==> config.mk <==
export PLATFORM = sky130hd
export DESIGN_NAME = watchdog_timer_block
export DESIGN_NICKNAME = d
export VERILOG_FILES = /design/src/inc/wdog_pkg.sv /design/src/inc/wdog_cnt_if.sv /design/src/watchdog_timer_block.sv /design/src/wdog_divider.sv
export SDC_FILE = /design/constraint.sdc
export NUM_CORES = 1
export LEC_CHECK = 0
export BUFFER_PORTS_ARGS = -buffer_cell sky130_fd_sc_hd__buf_2
export CAP_MARGIN = 20
export CORE_MARGIN = 2
export CORE_UTILIZATION = 40
export DETAILED_ROUTE_END_ITERATION = 8
export GPL_ROUTABILITY_DRIVEN = 0
export PLACE_DENSITY_LB_ADDON = 0.05
export SKIP_LAST_GASP = 1
export SLEW_MARGIN = 20
export SYNTH_ARGS = -nofsm -noshare
export SYNTH_HDL_FRONTEND = slang
export SYNTH_SLANG_ARGS = --single-unit
==> constraint.sdc <==
create_clock -name clk_sys -period 2.59 [get_ports clk_sys]
set_input_delay 0.1295 -clock clk_sys [delete_from_list [all_inputs] [get_ports clk_sys]]
set_output_delay 0.1295 -clock clk_sys [all_outputs]
set_load 0.02 [all_outputs]
==> src/inc/wdog_pkg.sv <==
package wdog_pkg;

	// register bus geometry
	localparam int AW   = 8;
	localparam int DW   = 8;

	// register offsets
	localparam logic [AW-1:0] OFS_WDOG_CTRL = 8'h00;
	localparam logic [AW-1:0] OFS_CLK_CTRL  = 8'h01;
	localparam logic [AW-1:0] OFS_TA_KEY    = 8'h02;
	localparam logic [AW-1:0] OFS_IRQ_STAT  = 8'h03;
	localparam logic [AW-1:0] OFS_IRQ_MASK  = 8'h04;
	localparam logic [AW-1:0] OFS_IRQ_EN    = 8'h05;

	// watchdog_control fields
	localparam int BIT_RESTART = 0;
	localparam int BIT_RST_EN  = 1;
	localparam int BIT_CAUSE   = 2;
	localparam int BIT_IRQF    = 3;

	// clock_control: timeout_select_hi/lo sit at bits 7:6
	localparam int             SEL_LSB      = 6;
	localparam int             SEL_W        = 2;
	localparam logic [DW-1:0]  CLK_CTRL_RST = 8'h00;
	localparam logic [SEL_W-1:0] SEL_DEFAULT = 2'h0;

	// irq_enable fields
	localparam int BIT_EXT_IE    = 4;
	localparam int BIT_GLOBAL_IE = 7;

	// sticky event bits of irq_status / irq_mask
	localparam int EV_TIMEOUT = 0;
	localparam int EV_WDRST   = 1;
	localparam int NUM_EV     = 2;

	// timed-access key sequence and window length in clocks
	localparam logic [DW-1:0] TA_KEY1       = 8'hAA;
	localparam logic [DW-1:0] TA_KEY2       = 8'h55;
	localparam int            TA_WINDOW_CLK = 4;
	localparam int            TA_W          = 3;
	localparam logic [TA_W-1:0] TA_LOAD     = TA_W'(TA_WINDOW_CLK);

	// divider: log2 of the interval for each select code
	localparam int CNT_W      = 26;
	localparam int TO_BITS_S0 = 17;
	localparam int TO_BITS_S1 = 20;
	localparam int TO_BITS_S2 = 23;
	localparam int TO_BITS_S3 = 26;

	// grace span after a time-out and watchdog reset pulse length
	localparam int RST_DELAY_CLK   = 512;
	localparam int MACHINE_CYC_CLK = 4;
	localparam int RST_HOLD_MC     = 2;
	localparam int RST_HOLD_CLK    = RST_HOLD_MC * MACHINE_CYC_CLK;
	localparam int POST_W          = $clog2(RST_DELAY_CLK);
	localparam int HOLD_W          = $clog2(RST_HOLD_CLK);
	localparam logic [POST_W-1:0] POST_LAST = POST_W'(RST_DELAY_CLK - 1);
	localparam logic [HOLD_W-1:0] HOLD_LAST = HOLD_W'(RST_HOLD_CLK - 1);

	typedef enum logic [1:0] {
		WD_RUN,
		WD_PENDING,
		WD_RESET
	} wd_state_t;

endpackage : wdog_pkg

==> src/inc/wdog_cnt_if.sv <==
`timescale 1ns/1ps
`default_nettype none
interface wdog_cnt_if;
	logic       restart;
	logic [1:0] sel;
	logic       timeout;

	modport ctl (output restart, output sel, input timeout);
	modport div (input restart, input sel, output timeout);
endinterface : wdog_cnt_if
`default_nettype wire

==> src/watchdog_timer_block.sv <==
`timescale 1ns/1ps
`default_nettype none
module watchdog_timer_block
	import wdog_pkg::*;
#(
	parameter int TO_BITS0 = TO_BITS_S0,
	parameter int TO_BITS1 = TO_BITS_S1,
	parameter int TO_BITS2 = TO_BITS_S2,
	parameter int TO_BITS3 = TO_BITS_S3
) (
	input  wire logic          clk_sys,
	input  wire logic          rstn,
	input  wire logic [AW-1:0] reg_addr,
	input  wire logic [DW-1:0] reg_wdata,
	input  wire logic          reg_wr,
	input  wire logic          reg_rd,
	output var  logic [DW-1:0] reg_rdata,
	input  wire logic          ext_reset_n,
	input  wire logic          power_fail_n,
	output var  logic          wdog_sys_reset,
	output var  logic          wdog_irq_req,
	output var  logic          irq
);

	typedef struct packed {
		logic [1:0]        ext_sync;
		logic [1:0]        pf_sync;
		wd_state_t         state;
		logic [POST_W-1:0] post_cnt;
		logic [HOLD_W-1:0] hold_cnt;
		logic              irqf;
		logic              cause;
		logic              rst_en;
		logic              restart;
		logic [DW-1:0]     clk_ctrl;
		logic              ie_wdog;
		logic              ie_global;
		logic              ta_armed;
		logic [TA_W-1:0]   ta_cnt;
		logic [NUM_EV-1:0] irq_stat;
		logic [NUM_EV-1:0] irq_mask;
		logic [DW-1:0]     rdata;
		logic              irq;
		logic              irq_req;
		logic              sys_reset;
	} wd_st_t;

	wd_st_t     st_r;
	wd_st_t     st_nxt;
	logic       ext_rst;
	logic       pf_rst;
	logic       ta_open;
	wdog_cnt_if cnt ();

	function automatic logic reg_hit(input logic strobe, input logic [AW-1:0] addr,
		input logic [AW-1:0] ofs);
		reg_hit = strobe && (addr == ofs);
	endfunction : reg_hit

	wdog_divider #(
		.TO_BITS0 (TO_BITS0),
		.TO_BITS1 (TO_BITS1),
		.TO_BITS2 (TO_BITS2),
		.TO_BITS3 (TO_BITS3)
	) u_divider (
		.clk_sys (clk_sys),
		.rstn    (rstn),
		.cnt     (cnt.div)
	);

	// pins are asynchronous: only the second stage is looked at
	assign ext_rst     = !st_r.ext_sync[1];
	assign pf_rst      = !st_r.pf_sync[1];
	assign ta_open     = st_r.ta_cnt != '0;
	assign cnt.restart = st_r.restart;
	assign cnt.sel     = st_r.clk_ctrl[SEL_LSB +: SEL_W];

	always_comb begin
		logic [DW-1:0] ctl_view;
		ctl_view = '0;
		st_nxt = st_r;
		st_nxt.ext_sync = {st_r.ext_sync[0], ext_reset_n};
		st_nxt.pf_sync  = {st_r.pf_sync[0], power_fail_n};
		st_nxt.restart  = 1'h0;

		if (ta_open) begin
			st_nxt.ta_cnt = st_r.ta_cnt - TA_W'(1);
		end
		if (reg_hit(reg_wr, reg_addr, OFS_TA_KEY)) begin
			if (reg_wdata == TA_KEY1) begin
				st_nxt.ta_armed = 1'h1;
			end else if (st_r.ta_armed && reg_wdata == TA_KEY2) begin
				st_nxt.ta_armed = 1'h0;
				st_nxt.ta_cnt   = TA_LOAD;
			end else begin
				st_nxt.ta_armed = 1'h0;
			end
		end else if (reg_wr) begin
			st_nxt.ta_armed = 1'h0;
		end

		if (reg_hit(reg_wr, reg_addr, OFS_WDOG_CTRL)) begin
			if (!reg_wdata[BIT_CAUSE]) begin
				st_nxt.cause = 1'h0;
			end
			if (ta_open) begin
				st_nxt.rst_en  = reg_wdata[BIT_RST_EN];
				st_nxt.irqf    = reg_wdata[BIT_IRQF];
				st_nxt.restart = reg_wdata[BIT_RESTART];
			end
		end
		if (reg_hit(reg_wr, reg_addr, OFS_CLK_CTRL)) begin
			st_nxt.clk_ctrl = reg_wdata;
		end
		if (reg_hit(reg_wr, reg_addr, OFS_IRQ_STAT)) begin
			st_nxt.irq_stat = st_r.irq_stat & ~reg_wdata[NUM_EV-1:0];
		end
		if (reg_hit(reg_wr, reg_addr, OFS_IRQ_MASK)) begin
			st_nxt.irq_mask = reg_wdata[NUM_EV-1:0];
		end
		if (reg_hit(reg_wr, reg_addr, OFS_IRQ_EN)) begin
			st_nxt.ie_wdog   = reg_wdata[BIT_EXT_IE];
			st_nxt.ie_global = reg_wdata[BIT_GLOBAL_IE];
		end

		case (st_r.state)
			WD_RUN: begin
				if (cnt.timeout) begin
					st_nxt.state    = WD_PENDING;
					st_nxt.post_cnt = '0;
				end
			end
			WD_PENDING: begin
				if (st_r.restart) begin
					st_nxt.state = WD_RUN;
				end else if (st_r.post_cnt == POST_LAST) begin
					if (st_r.rst_en) begin
						st_nxt.state    = WD_RESET;
						st_nxt.hold_cnt = '0;
						st_nxt.cause    = 1'h1;
						st_nxt.irq_stat[EV_WDRST] = 1'h1;
					end else begin
						st_nxt.state = WD_RUN;
					end
				end else begin
					st_nxt.post_cnt = st_r.post_cnt + POST_W'(1);
				end
			end
			WD_RESET: begin
				if (st_r.hold_cnt == HOLD_LAST) begin
					st_nxt.state = WD_RUN;
				end else begin
					st_nxt.hold_cnt = st_r.hold_cnt + HOLD_W'(1);
				end
			end
			default: begin
				st_nxt.state = WD_RUN;
			end
		endcase

		// flag on every time-out not met by a reset in the same cycle; placed after the writes so the set wins
		if (cnt.timeout) begin
			st_nxt.irqf = 1'h1;
			st_nxt.irq_stat[EV_TIMEOUT] = 1'h1;
		end

		// watchdog reset keeps enable, restarts count
		if (st_nxt.state == WD_RESET || ext_rst || pf_rst) begin
			st_nxt.irqf      = 1'h0;
			st_nxt.restart   = 1'h1;
			st_nxt.clk_ctrl  = CLK_CTRL_RST;
			st_nxt.ie_wdog   = 1'h0;
			st_nxt.ie_global = 1'h0;
			st_nxt.ta_armed  = 1'h0;
			st_nxt.ta_cnt    = '0;
		end
		if (ext_rst || pf_rst) begin
			st_nxt.state    = WD_RUN;
			st_nxt.irq_stat = '0;
			st_nxt.irq_mask = '0;
		end
		if (pf_rst) begin
			st_nxt.rst_en = 1'h0;
			st_nxt.cause  = 1'h0;
		end

		// outputs registered in step with the state they describe
		st_nxt.sys_reset = st_nxt.state == WD_RESET;
		// irq path apart from reset path
		st_nxt.irq_req = st_nxt.irqf && st_nxt.ie_wdog && st_nxt.ie_global;
		st_nxt.irq     = |(st_nxt.irq_stat & st_nxt.irq_mask);

		ctl_view[BIT_IRQF]    = st_r.irqf;
		ctl_view[BIT_CAUSE]   = st_r.cause;
		ctl_view[BIT_RST_EN]  = st_r.rst_en;
		ctl_view[BIT_RESTART] = st_r.restart;
		st_nxt.rdata = '0;
		if (reg_rd) begin
			case (reg_addr)
				OFS_WDOG_CTRL: st_nxt.rdata = ctl_view;
				OFS_CLK_CTRL:  st_nxt.rdata = st_r.clk_ctrl;
				OFS_TA_KEY:    st_nxt.rdata = DW'(ta_open);
				OFS_IRQ_STAT:  st_nxt.rdata = DW'(st_r.irq_stat);
				OFS_IRQ_MASK:  st_nxt.rdata = DW'(st_r.irq_mask);
				OFS_IRQ_EN: begin
					st_nxt.rdata[BIT_EXT_IE]    = st_r.ie_wdog;
					st_nxt.rdata[BIT_GLOBAL_IE] = st_r.ie_global;
				end
				default:       st_nxt.rdata = '0;
			endcase
		end
	end

	// power-on reset leaves the watchdog disabled; sync stages idle high
	always_ff @(posedge clk_sys) begin
		if (!rstn) begin
			st_r          <= '0;
			st_r.ext_sync <= '1;
			st_r.pf_sync  <= '1;
		end else begin
			st_r <= st_nxt;
		end
	end

	assign reg_rdata      = st_r.rdata;
	assign wdog_sys_reset = st_r.sys_reset;
	assign wdog_irq_req   = st_r.irq_req;
	assign irq            = st_r.irq;

	logic ctl_wr;
	logic quiet;
	assign ctl_wr = reg_hit(reg_wr, reg_addr, OFS_WDOG_CTRL);
	assign quiet  = !ext_rst && !pf_rst;
endmodule : watchdog_timer_block
`default_nettype wire

==> src/wdog_divider.sv <==
`timescale 1ns/1ps
`default_nettype none
module wdog_divider
	import wdog_pkg::*;
#(
	parameter int TO_BITS0 = TO_BITS_S0,
	parameter int TO_BITS1 = TO_BITS_S1,
	parameter int TO_BITS2 = TO_BITS_S2,
	parameter int TO_BITS3 = TO_BITS_S3
) (
	input wire logic clk_sys,
	input wire logic rstn,
	wdog_cnt_if.div  cnt
);

	typedef struct packed {
		logic [CNT_W-1:0] count;
		logic             timeout;
	} div_st_t;

	div_st_t st_r;
	div_st_t st_nxt;

	function automatic logic [CNT_W-1:0] sel_mask(input logic [1:0] sel);
		int bits;
		case (sel)
			2'h0:    bits = TO_BITS0;
			2'h1:    bits = TO_BITS1;
			2'h2:    bits = TO_BITS2;
			default: bits = TO_BITS3;
		endcase
		sel_mask = (CNT_W'(1) << bits) - CNT_W'(1);
	endfunction : sel_mask

	always_comb begin
		st_nxt = st_r;
		if (cnt.restart) begin
			st_nxt.count   = '0;
			st_nxt.timeout = 1'h0;
		end else begin
			st_nxt.count   = st_r.count + CNT_W'(1);
			st_nxt.timeout = (st_r.count & sel_mask(cnt.sel)) == sel_mask(cnt.sel);
		end
	end

	always_ff @(posedge clk_sys) begin
		if (!rstn) begin
			st_r <= '0;
		end else begin
			st_r <= st_nxt;
		end
	end

	assign cnt.timeout = st_r.timeout;
endmodule : wdog_divider
`default_nettype wire

==> flow_summary_export.csv, run 1 <==
group,metric,value,unit
outcome,outcome,"finished, final reports clean",
logic_synthesis,seq_area_frac_synth,0.427,
logic_synthesis,synth-warning-count,0,
timing,max_freq,435,MHz
floorplanning,fp.dieW,99.6,um
timing,hold-worst-slack,0.0587,ns
layout,number_of_non_filler_instances_in_the_completed_layout,549,
floorplanning,core.rowCount,34,
placement,numPortBuffers,32,
logic_synthesis,synth.area.top_cells,"sky130_fd_sc_hd__dfxtp_1 (43%), sky130_fd_sc_hd__mux2i_1 (6.3%), sky130_fd_sc_hd__nor2_1 (5.9%)",
layout,seqCellArea,0.00156,mm^2
timing,rsz0062_at_grt,"no",
global_route,grt_usage,0.167,
placement,dpl.hpwl,5560,um
logic_synthesis,synth_cells,404,
logic_synthesis,post_synth_fa_ha_maj_area_fraction,0.0445,
floorplanning,initial_utilization,0.415,
pwr,powerDensity,521,mW/mm^2
global_route,grt_pass1_wl,13200,um
logic_synthesis,synth_simple_gate_area_frac,0.271,
logic_synthesis,synth_largest_area_cell,"sky130_fd_sc_hd__dfxtp_1",
logic_synthesis,synth_nets,439,
clock_tree,worst_skew_pair.late_latency,0.35,ns
layout,diodes,0,
placement,dpl-instance-area,0.00388,mm^2
floorplanning,core_region_area,0.00881,mm^2
floorplanning,floorplan.io_pins,33,
global_route,number_of_antenna_violations_at_the_first_check_in_global_routing,0,
layout,final_nets,471,
global_route,overflow,0,
route,finalWirelength,7740,um
timing,timing.final.ws_setup,0.289,ns
clock_tree,cts.sink_count,78,
global_route,grt_start_max_net_pins,22,
placement,numPlacedInstances,531,
timing,finalSetupTns,0,ns
logic_synthesis,postSynth.asyncResetShare,0,
logic_synthesis,yosys_register_bits,78,
setup_path,setup.worst_path.start_class,"register",
route,vias,2980,
logic_synthesis,yosysUniqueCellTypes,54,
timing,final.period_utilization,0.888,
setup_path,critPathSlowestCell,"sky130_fd_sc_hd__or4_1",
pwr,leakagePower,1.60,nW
clock_tree,cts.path.max_buffers,2,
run,maxCapViolCount,0,
route,route.detailed.wl_per_inst,14.1,um
logic_synthesis,yosysMostFrequentCell,"sky130_fd_sc_hd__dfxtp_1",
setup_path,critPathMostFrequentCell,"sky130_fd_sc_hd__ha_1",
floorplanning,die_h,99.6,um
setup_path,critical_path.max_fanout,10,
timing,worst_pin_slew,0.622,ns
clock_tree,ctsRootBufferMaster,"sky130_fd_sc_hd__clkbuf_8",
route,detail-route-antenna-nets,0,
worst_hold_path,worst_min_delay_path_class,"primary input to register",
floorplanning,die_area,0.00992,mm^2
route,drtIter0Drc,104,
logic_synthesis,synth_enable_flop_cells,0,
setup_path,timing.critical_path.to_type,"register",
layout,multi_input_area,0.00194,mm^2
global_route,first_global_vias,2830,
logic_synthesis,synth-xor-area-share,0.0336,
timing,final.min_clock_period,2.30,ns
timing,final.setup_skew,0.0143,ns
setup_path,path_delay_family,"simple AND/OR/NAND/NOR gates",
logic_synthesis,synth.avg_cell_area,9.05,um^2
logic_synthesis,yosys-mux-area-fraction,0.0722,
setup_path,worst-endpoint-arrival,2.59,ns
logic_synthesis,ranking_of_synthesized_cells_by_instance_count,"sky130_fd_sc_hd__dfxtp_1 (78), sky130_fd_sc_hd__nor2_1 (57), sky130_fd_sc_hd__nand2_1 (28)",
layout,nFillCells,872,
logic_synthesis,cell_area_after_synthesis,0.00365,mm^2
clock_tree,cts.clk_slew.worst_paths,0.09,ns
clock_tree,tritoncts.num_buffers,9,
clock_tree,cts_repair_resize_count,0,
setup_path,critical_path.cell_chain,"ha_1 -> nand3_1 -> nor2_1 -> ha_1 -> or3b_4 -> a21o_1 -> or4_1 -> a21oi_1",
logic_synthesis,yosys.area.top_type_share,0.427,
route,vias_per_cell,5.43,
setup_path,endpoint_required_time_on_the_critical_path,2.88,ns
clock_tree,tritoncts,"yes",
logic_synthesis,dominant_combinational_cell_family_by_area_after_synthesis,"simple AND/OR/NAND/NOR gates",
route,dr.pass1.iters,4,
logic_synthesis,ys_dominant_reg_cell,"sky130_fd_sc_hd__dfxtp_1",
layout,area_delta_synth_final,11.3,%
timing,finalMaxSlewViolations,0,
setup_path,setup.worst_path.class,"register to register",
setup_path,max_stage_delay,0.49,ns
timing,max_slew_margin,0.581,
timing,hold_viol,0,
pwr,worst_case_vdd_ir_drop,299,uV
layout,post_route_cells_drive_above_1_share,0.134,
placement,post-place-ws,0.281,ns
setup_path,worst-path-buf-inv,0,
layout,stdcell_area,0.00407,mm^2
logic_synthesis,synthesized_area_fraction_occupied_by_ao_oa_aoi_and_oai_cells,0.111,
route,drcViolationCount,0,
timing,setup_violations,0,
clock_tree,cts_max_level,3,
[stage by stage]
stage               total power, mW   util
detailed placement             1.34  0.441
CTS                            2.16  0.462
floorplan                      1.30      -
finish                         2.12  0.462
global route                   2.22  0.462
global placement               1.34  0.441
[placed cells by master (no fill, tap or decap), types with 3 or more instances in the layout]
master,Yosys,final
sky130_fd_sc_hd__mux2i_1,23,23
sky130_fd_sc_hd__a31oi_1,3,3
sky130_fd_sc_hd__xor2_1,7,7
sky130_fd_sc_hd__ha_1,13,13
sky130_fd_sc_hd__nor3_1,3,3
sky130_fd_sc_hd__a22oi_1,4,4
sky130_fd_sc_hd__clkbuf_8,0,9
sky130_fd_sc_hd__xnor2_1,7,7
sky130_fd_sc_hd__nor2_1,57,57
sky130_fd_sc_hd__nand3_1,19,19
sky130_fd_sc_hd__o311ai_0,4,4
sky130_fd_sc_hd__nand2_1,28,28
sky130_fd_sc_hd__and2_1,3,3
sky130_fd_sc_hd__inv_1,10,10
sky130_fd_sc_hd__and4_1,3,3
sky130_fd_sc_hd__buf_4,8,6
sky130_fd_sc_hd__nand4_1,17,17
sky130_fd_sc_hd__nor3b_1,7,7
sky130_fd_sc_hd__a211oi_1,4,4
sky130_fd_sc_hd__dfxtp_1,78,78
sky130_fd_sc_hd__o31ai_1,6,6
sky130_fd_sc_hd__a21oi_1,14,14
sky130_fd_sc_hd__nor2b_1,3,3
sky130_fd_sc_hd__and3_1,7,7
sky130_fd_sc_hd__buf_2,3,32
sky130_fd_sc_hd__o21ai_0,7,7
sky130_fd_sc_hd__clkinv_2,0,3
sky130_fd_sc_hd__nor4bb_1,3,3
sky130_fd_sc_hd__nor4_1,6,6
sky130_fd_sc_hd__or4_1,7,7
sky130_fd_sc_hd__nand2b_1,13,13
[timing repair]
action	CTS	global route
setup buffers	0	0
hold buffers	2	0
hold endpoints to repair	2	0
endpoints found under the setup margin	0	0
[flip-flops by register name, summed over array words and instances (netlist names)]
| name | count |
|---|---|
| cnt.restart | 1 |
| u_divider.cnt.timeout | 1 |
| st_nxt | 2 |
| irq | 1 |
| cnt.sel | 2 |
| wdog_sys_reset | 1 |
| u_divider.st_r | 26 |
| wdog_irq_req | 1 |
| st_r | 35 |
| reg_rdata | 8 |
[kinds of logic after synthesis]
family / after synthesis
multiplexers: 25
AND/OR/NAND/NOR: 187
flip-flops: 78
buffers and inverters: 29
adder cells (fa/ha/maj): 13
XOR/XNOR: 14
AO/OA/AOI/OAI: 58
[report_power, final]
group | total, mW | internal, mW | switching [mW]
clock network | 0.800 | 0.345 | 0.455
registers | 1.21 | 1.21 | 0.00570
logic | 0.106 | 0.0415 | 0.0649
[worst min-delay path, stage by stage]
cell and delay [ns]:
sky130_fd_sc_hd__buf_2 0.09, sky130_fd_sc_hd__mux2i_1 0.06, sky130_fd_sc_hd__nor2_1 0.08
[final timing paths]
| check | depth (start not counted) | startpoint | slack [ns] | end |
|---|---|---|---|---|
| worst min-delay path | 3 | reg_wdata[5] | 0.06 | st_r[26]$_SDFFE_PP0P_ |
| worst min register to register | 1 | st_nxt[50]$_SDFF_PN1_ | 0.44 | st_r[50]$_SDFF_PN1_ |
| worst max-delay path | 8 | st_r[36]$_SDFFE_PN0P_ | 0.29 | st_r[41]$_SDFFE_PN0P_ |
| worst max register to register | 8 | st_r[36]$_SDFFE_PN0P_ | 0.29 | st_r[41]$_SDFFE_PN0P_ |
[per-layer routing]
layer	track usage	share of wire	vias to the layer above
met5	0	0	-
met4	0.0443	0.0047	0
met3	0.0527	0.034	2
met2	0.269	0.47	45
met1	0.217	0.49	1409
li1	-	-	1524
[cell type report]
cell class,count,area share
multi-input combinational,297,0.478
clock inverter,6,0.00953
tap,108,0.0332
clock buffer,10,0.0314
sequential,78,0.384
inverter,10,0.00923
timing repair buffer,40,0.0554
Note: power is estimated with default switching activity, not from simulation.
==> inputs of run 2 (changes only) <==
Settings changed: SKIP_LAST_GASP 1 to default.
Clock period 2.59 ns to 2.2 ns, I/O delays scaled along.
==> flow_summary_export.csv, run 2 (synthesis results as in run 1) <==
group,metric,value,unit
outcome,outcome,"finished, final reports clean",
setup_path,timing.critical_path.to_type,"register",
clock_tree,tritoncts,"yes",
pwr,power.switching,589,uW
route,vias,3004,
global_route,groute.layer.met1.usage,0.232,
timing,rsz0062_at_grt,"no",
setup_path,critical_path.max_fanout,6,
setup_path,setup.worst_path.class,"register to register",
global_route,first_global_vias,2920,
floorplanning,floorplan.io_pins,33,
timing,finalMaxSlewViolations,0,
pwr,powerDensity,662,mW/mm^2
layout,largest_reg_flops,35,
placement,dpl.hpwl,5870,um
timing,hold_viol,0,
clock_tree,cts.clk_slew.worst_paths,0.08,ns
placement,post-place-ws,-0.0202,ns
timing,worst_pin_slew,0.824,ns
worst_hold_path,worst_min_delay_path_class,"primary input to register",
floorplanning,core_region_area,0.00881,mm^2
global_route,grt_pass1_wl,13900,um
floorplanning,die_h,99.6,um
pwr,internal_power_consumption,2.20,mW
layout,diodes,0,
global_route,global_route.usage.met2,0.274,
run,maxCapViolCount,0,
clock_tree,cts.path.max_buffers,2,
layout,nFillCells,847,
layout,final_nets,476,
pwr,netSwitchingFraction,0.211,
clock_tree,worst_skew_pair.late_latency,0.34,ns
clock_tree,cts.sink_count,78,
clock_tree,cts_max_level,3,
global_route,number_of_antenna_violations_at_the_first_check_in_global_routing,0,
timing,hold-worst-slack,0.0427,ns
timing,timing.final.ws_setup,0.0896,ns
floorplanning,initial_utilization,0.415,
setup_path,setup.worst_path.start_class,"register",
layout,most-common-layout-cells,"sky130_fd_sc_hd__dfxtp_1 (77), sky130_fd_sc_hd__nor2_1 (57), sky130_fd_sc_hd__buf_2 (32)",
timing,final.min_clock_period,2.11,ns
route,route.detailed.wl_per_inst,14.6,um
layout,post_route_cells_drive_above_1_share,0.161,
global_route,overflow,0,
setup_path,endpoint_required_time_on_the_critical_path,2.48,ns
global_route,top_usage_layer,"met2",
placement,numPortBuffers,32,
floorplanning,fp.dieW,99.6,um
layout,layout_commonest_cell,"sky130_fd_sc_hd__dfxtp_1",
pwr,p_clk_frac,0.444,
route,vias_per_cell,5.42,
layout,stdcell_area,0.00421,mm^2
clock_tree,ctsRootBufferMaster,"sky130_fd_sc_hd__clkbuf_8",
timing,max_slew_margin,0.445,
pwr,worst_case_vdd_ir_drop,416,uV
layout,area_delta_synth_final,15.3,%
layout,largest-register,"st_r",
floorplanning,die_area,0.00992,mm^2
route,detail-route-antenna-nets,0,
timing,final.period_utilization,0.959,
timing,setup_violations,0,
timing,finalSetupTns,0,ns
global_route,met3_track_utilization_from_global_routing,0.0471,
floorplanning,core.rowCount,34,
pwr,comb_power_share,0.045,
pwr,sequentialPowerShare,0.511,
route,drcViolationCount,0,
global_route,grt_usage,0.172,
route,drtIter0Drc,63,
setup_path,worst-endpoint-arrival,2.39,ns
global_route,grt_start_max_net_pins,15,
timing,max_freq,474,MHz
placement,dpl-instance-area,0.00392,mm^2
clock_tree,tritoncts.num_buffers,9,
route,dr.pass1.iters,4,
timing,final.setup_skew,0.00723,ns
pwr,leakagePower,1.66,nW
route,finalWirelength,8090,um
run 2: repair_timing:
item,4_1_cts,5_1_grt
endpoints found under the setup margin,1,4
setup buffers,0,1
hold endpoints to repair,2,0
resized for setup,1,8
hold buffers,2,0
pin swaps,0,4
run 2: stage by stage:
step	cells	util	total power [mW]
2_1_floorplan	404	-	1.53
3_3_place_gp	535	0.445	1.58
3_5_place_dp	535	0.445	1.58
4_1_cts	553	0.474	2.84
5_1_grt	554	0.479	2.91
6_report	554	0.479	2.79
run 2: power by group through the flow:
stage / Sequential [mW] / Clock, mW / Combinational [mW]
finish: 1.43 / 1.24 / 0.126
global route: 1.43 / 1.35 / 0.141
CTS: 1.43 / 1.28 / 0.127
detailed placement: 1.46 / 0 / 0.124
global placement: 1.46 / 0 / 0.123
floorplan: 1.46 / 0 / 0.0682
run 2: path summary, 6_finish.rpt:
path,from,end,slack [ns],depth (start not counted)
min reg2reg,st_nxt[50]$_SDFF_PN1_,st_r[50]$_SDFF_PN1_,0.44,1
min,reg_wdata[5],st_r[26]$_SDFFE_PP0P_,0.04,3
max reg2reg,st_r[37]$_SDFFE_PN0P_,st_r[41]$_SDFFE_PN0P_,0.09,8
max,st_r[37]$_SDFFE_PN0P_,st_r[41]$_SDFFE_PN0P_,0.09,8
run 2: critical path: stages (launching register included):
cell and delay, ns:
sky130_fd_sc_hd__dfxtp_1 0.34, sky130_fd_sc_hd__ha_4 0.17, sky130_fd_sc_hd__nand3_1 0.07, sky130_fd_sc_hd__nor2_1 0.04
sky130_fd_sc_hd__ha_2 0.17, sky130_fd_sc_hd__or3b_4 0.41, sky130_fd_sc_hd__a21o_4 0.23, sky130_fd_sc_hd__or4_4 0.48
sky130_fd_sc_hd__a21oi_2 0.13
run 2: area by class of cell:
class,instances,area (um^2),share of cell area
clock inverters,3,65.1,0.0154
well taps,108,135,0.0321
repair buffers,45,263,0.0624
flip-flops and latches,78,1560,0.371
inverters,10,37.5,0.00891
clock buffers,13,169,0.0401
multi-input cells,297,1980,0.470
run 2: routing by layer:
metal	share of wire	up-vias
met4	0.0089	0
met3	0.027	5
met5	0	-
met2	0.46	33
li1	-	1534
met1	0.50	1432
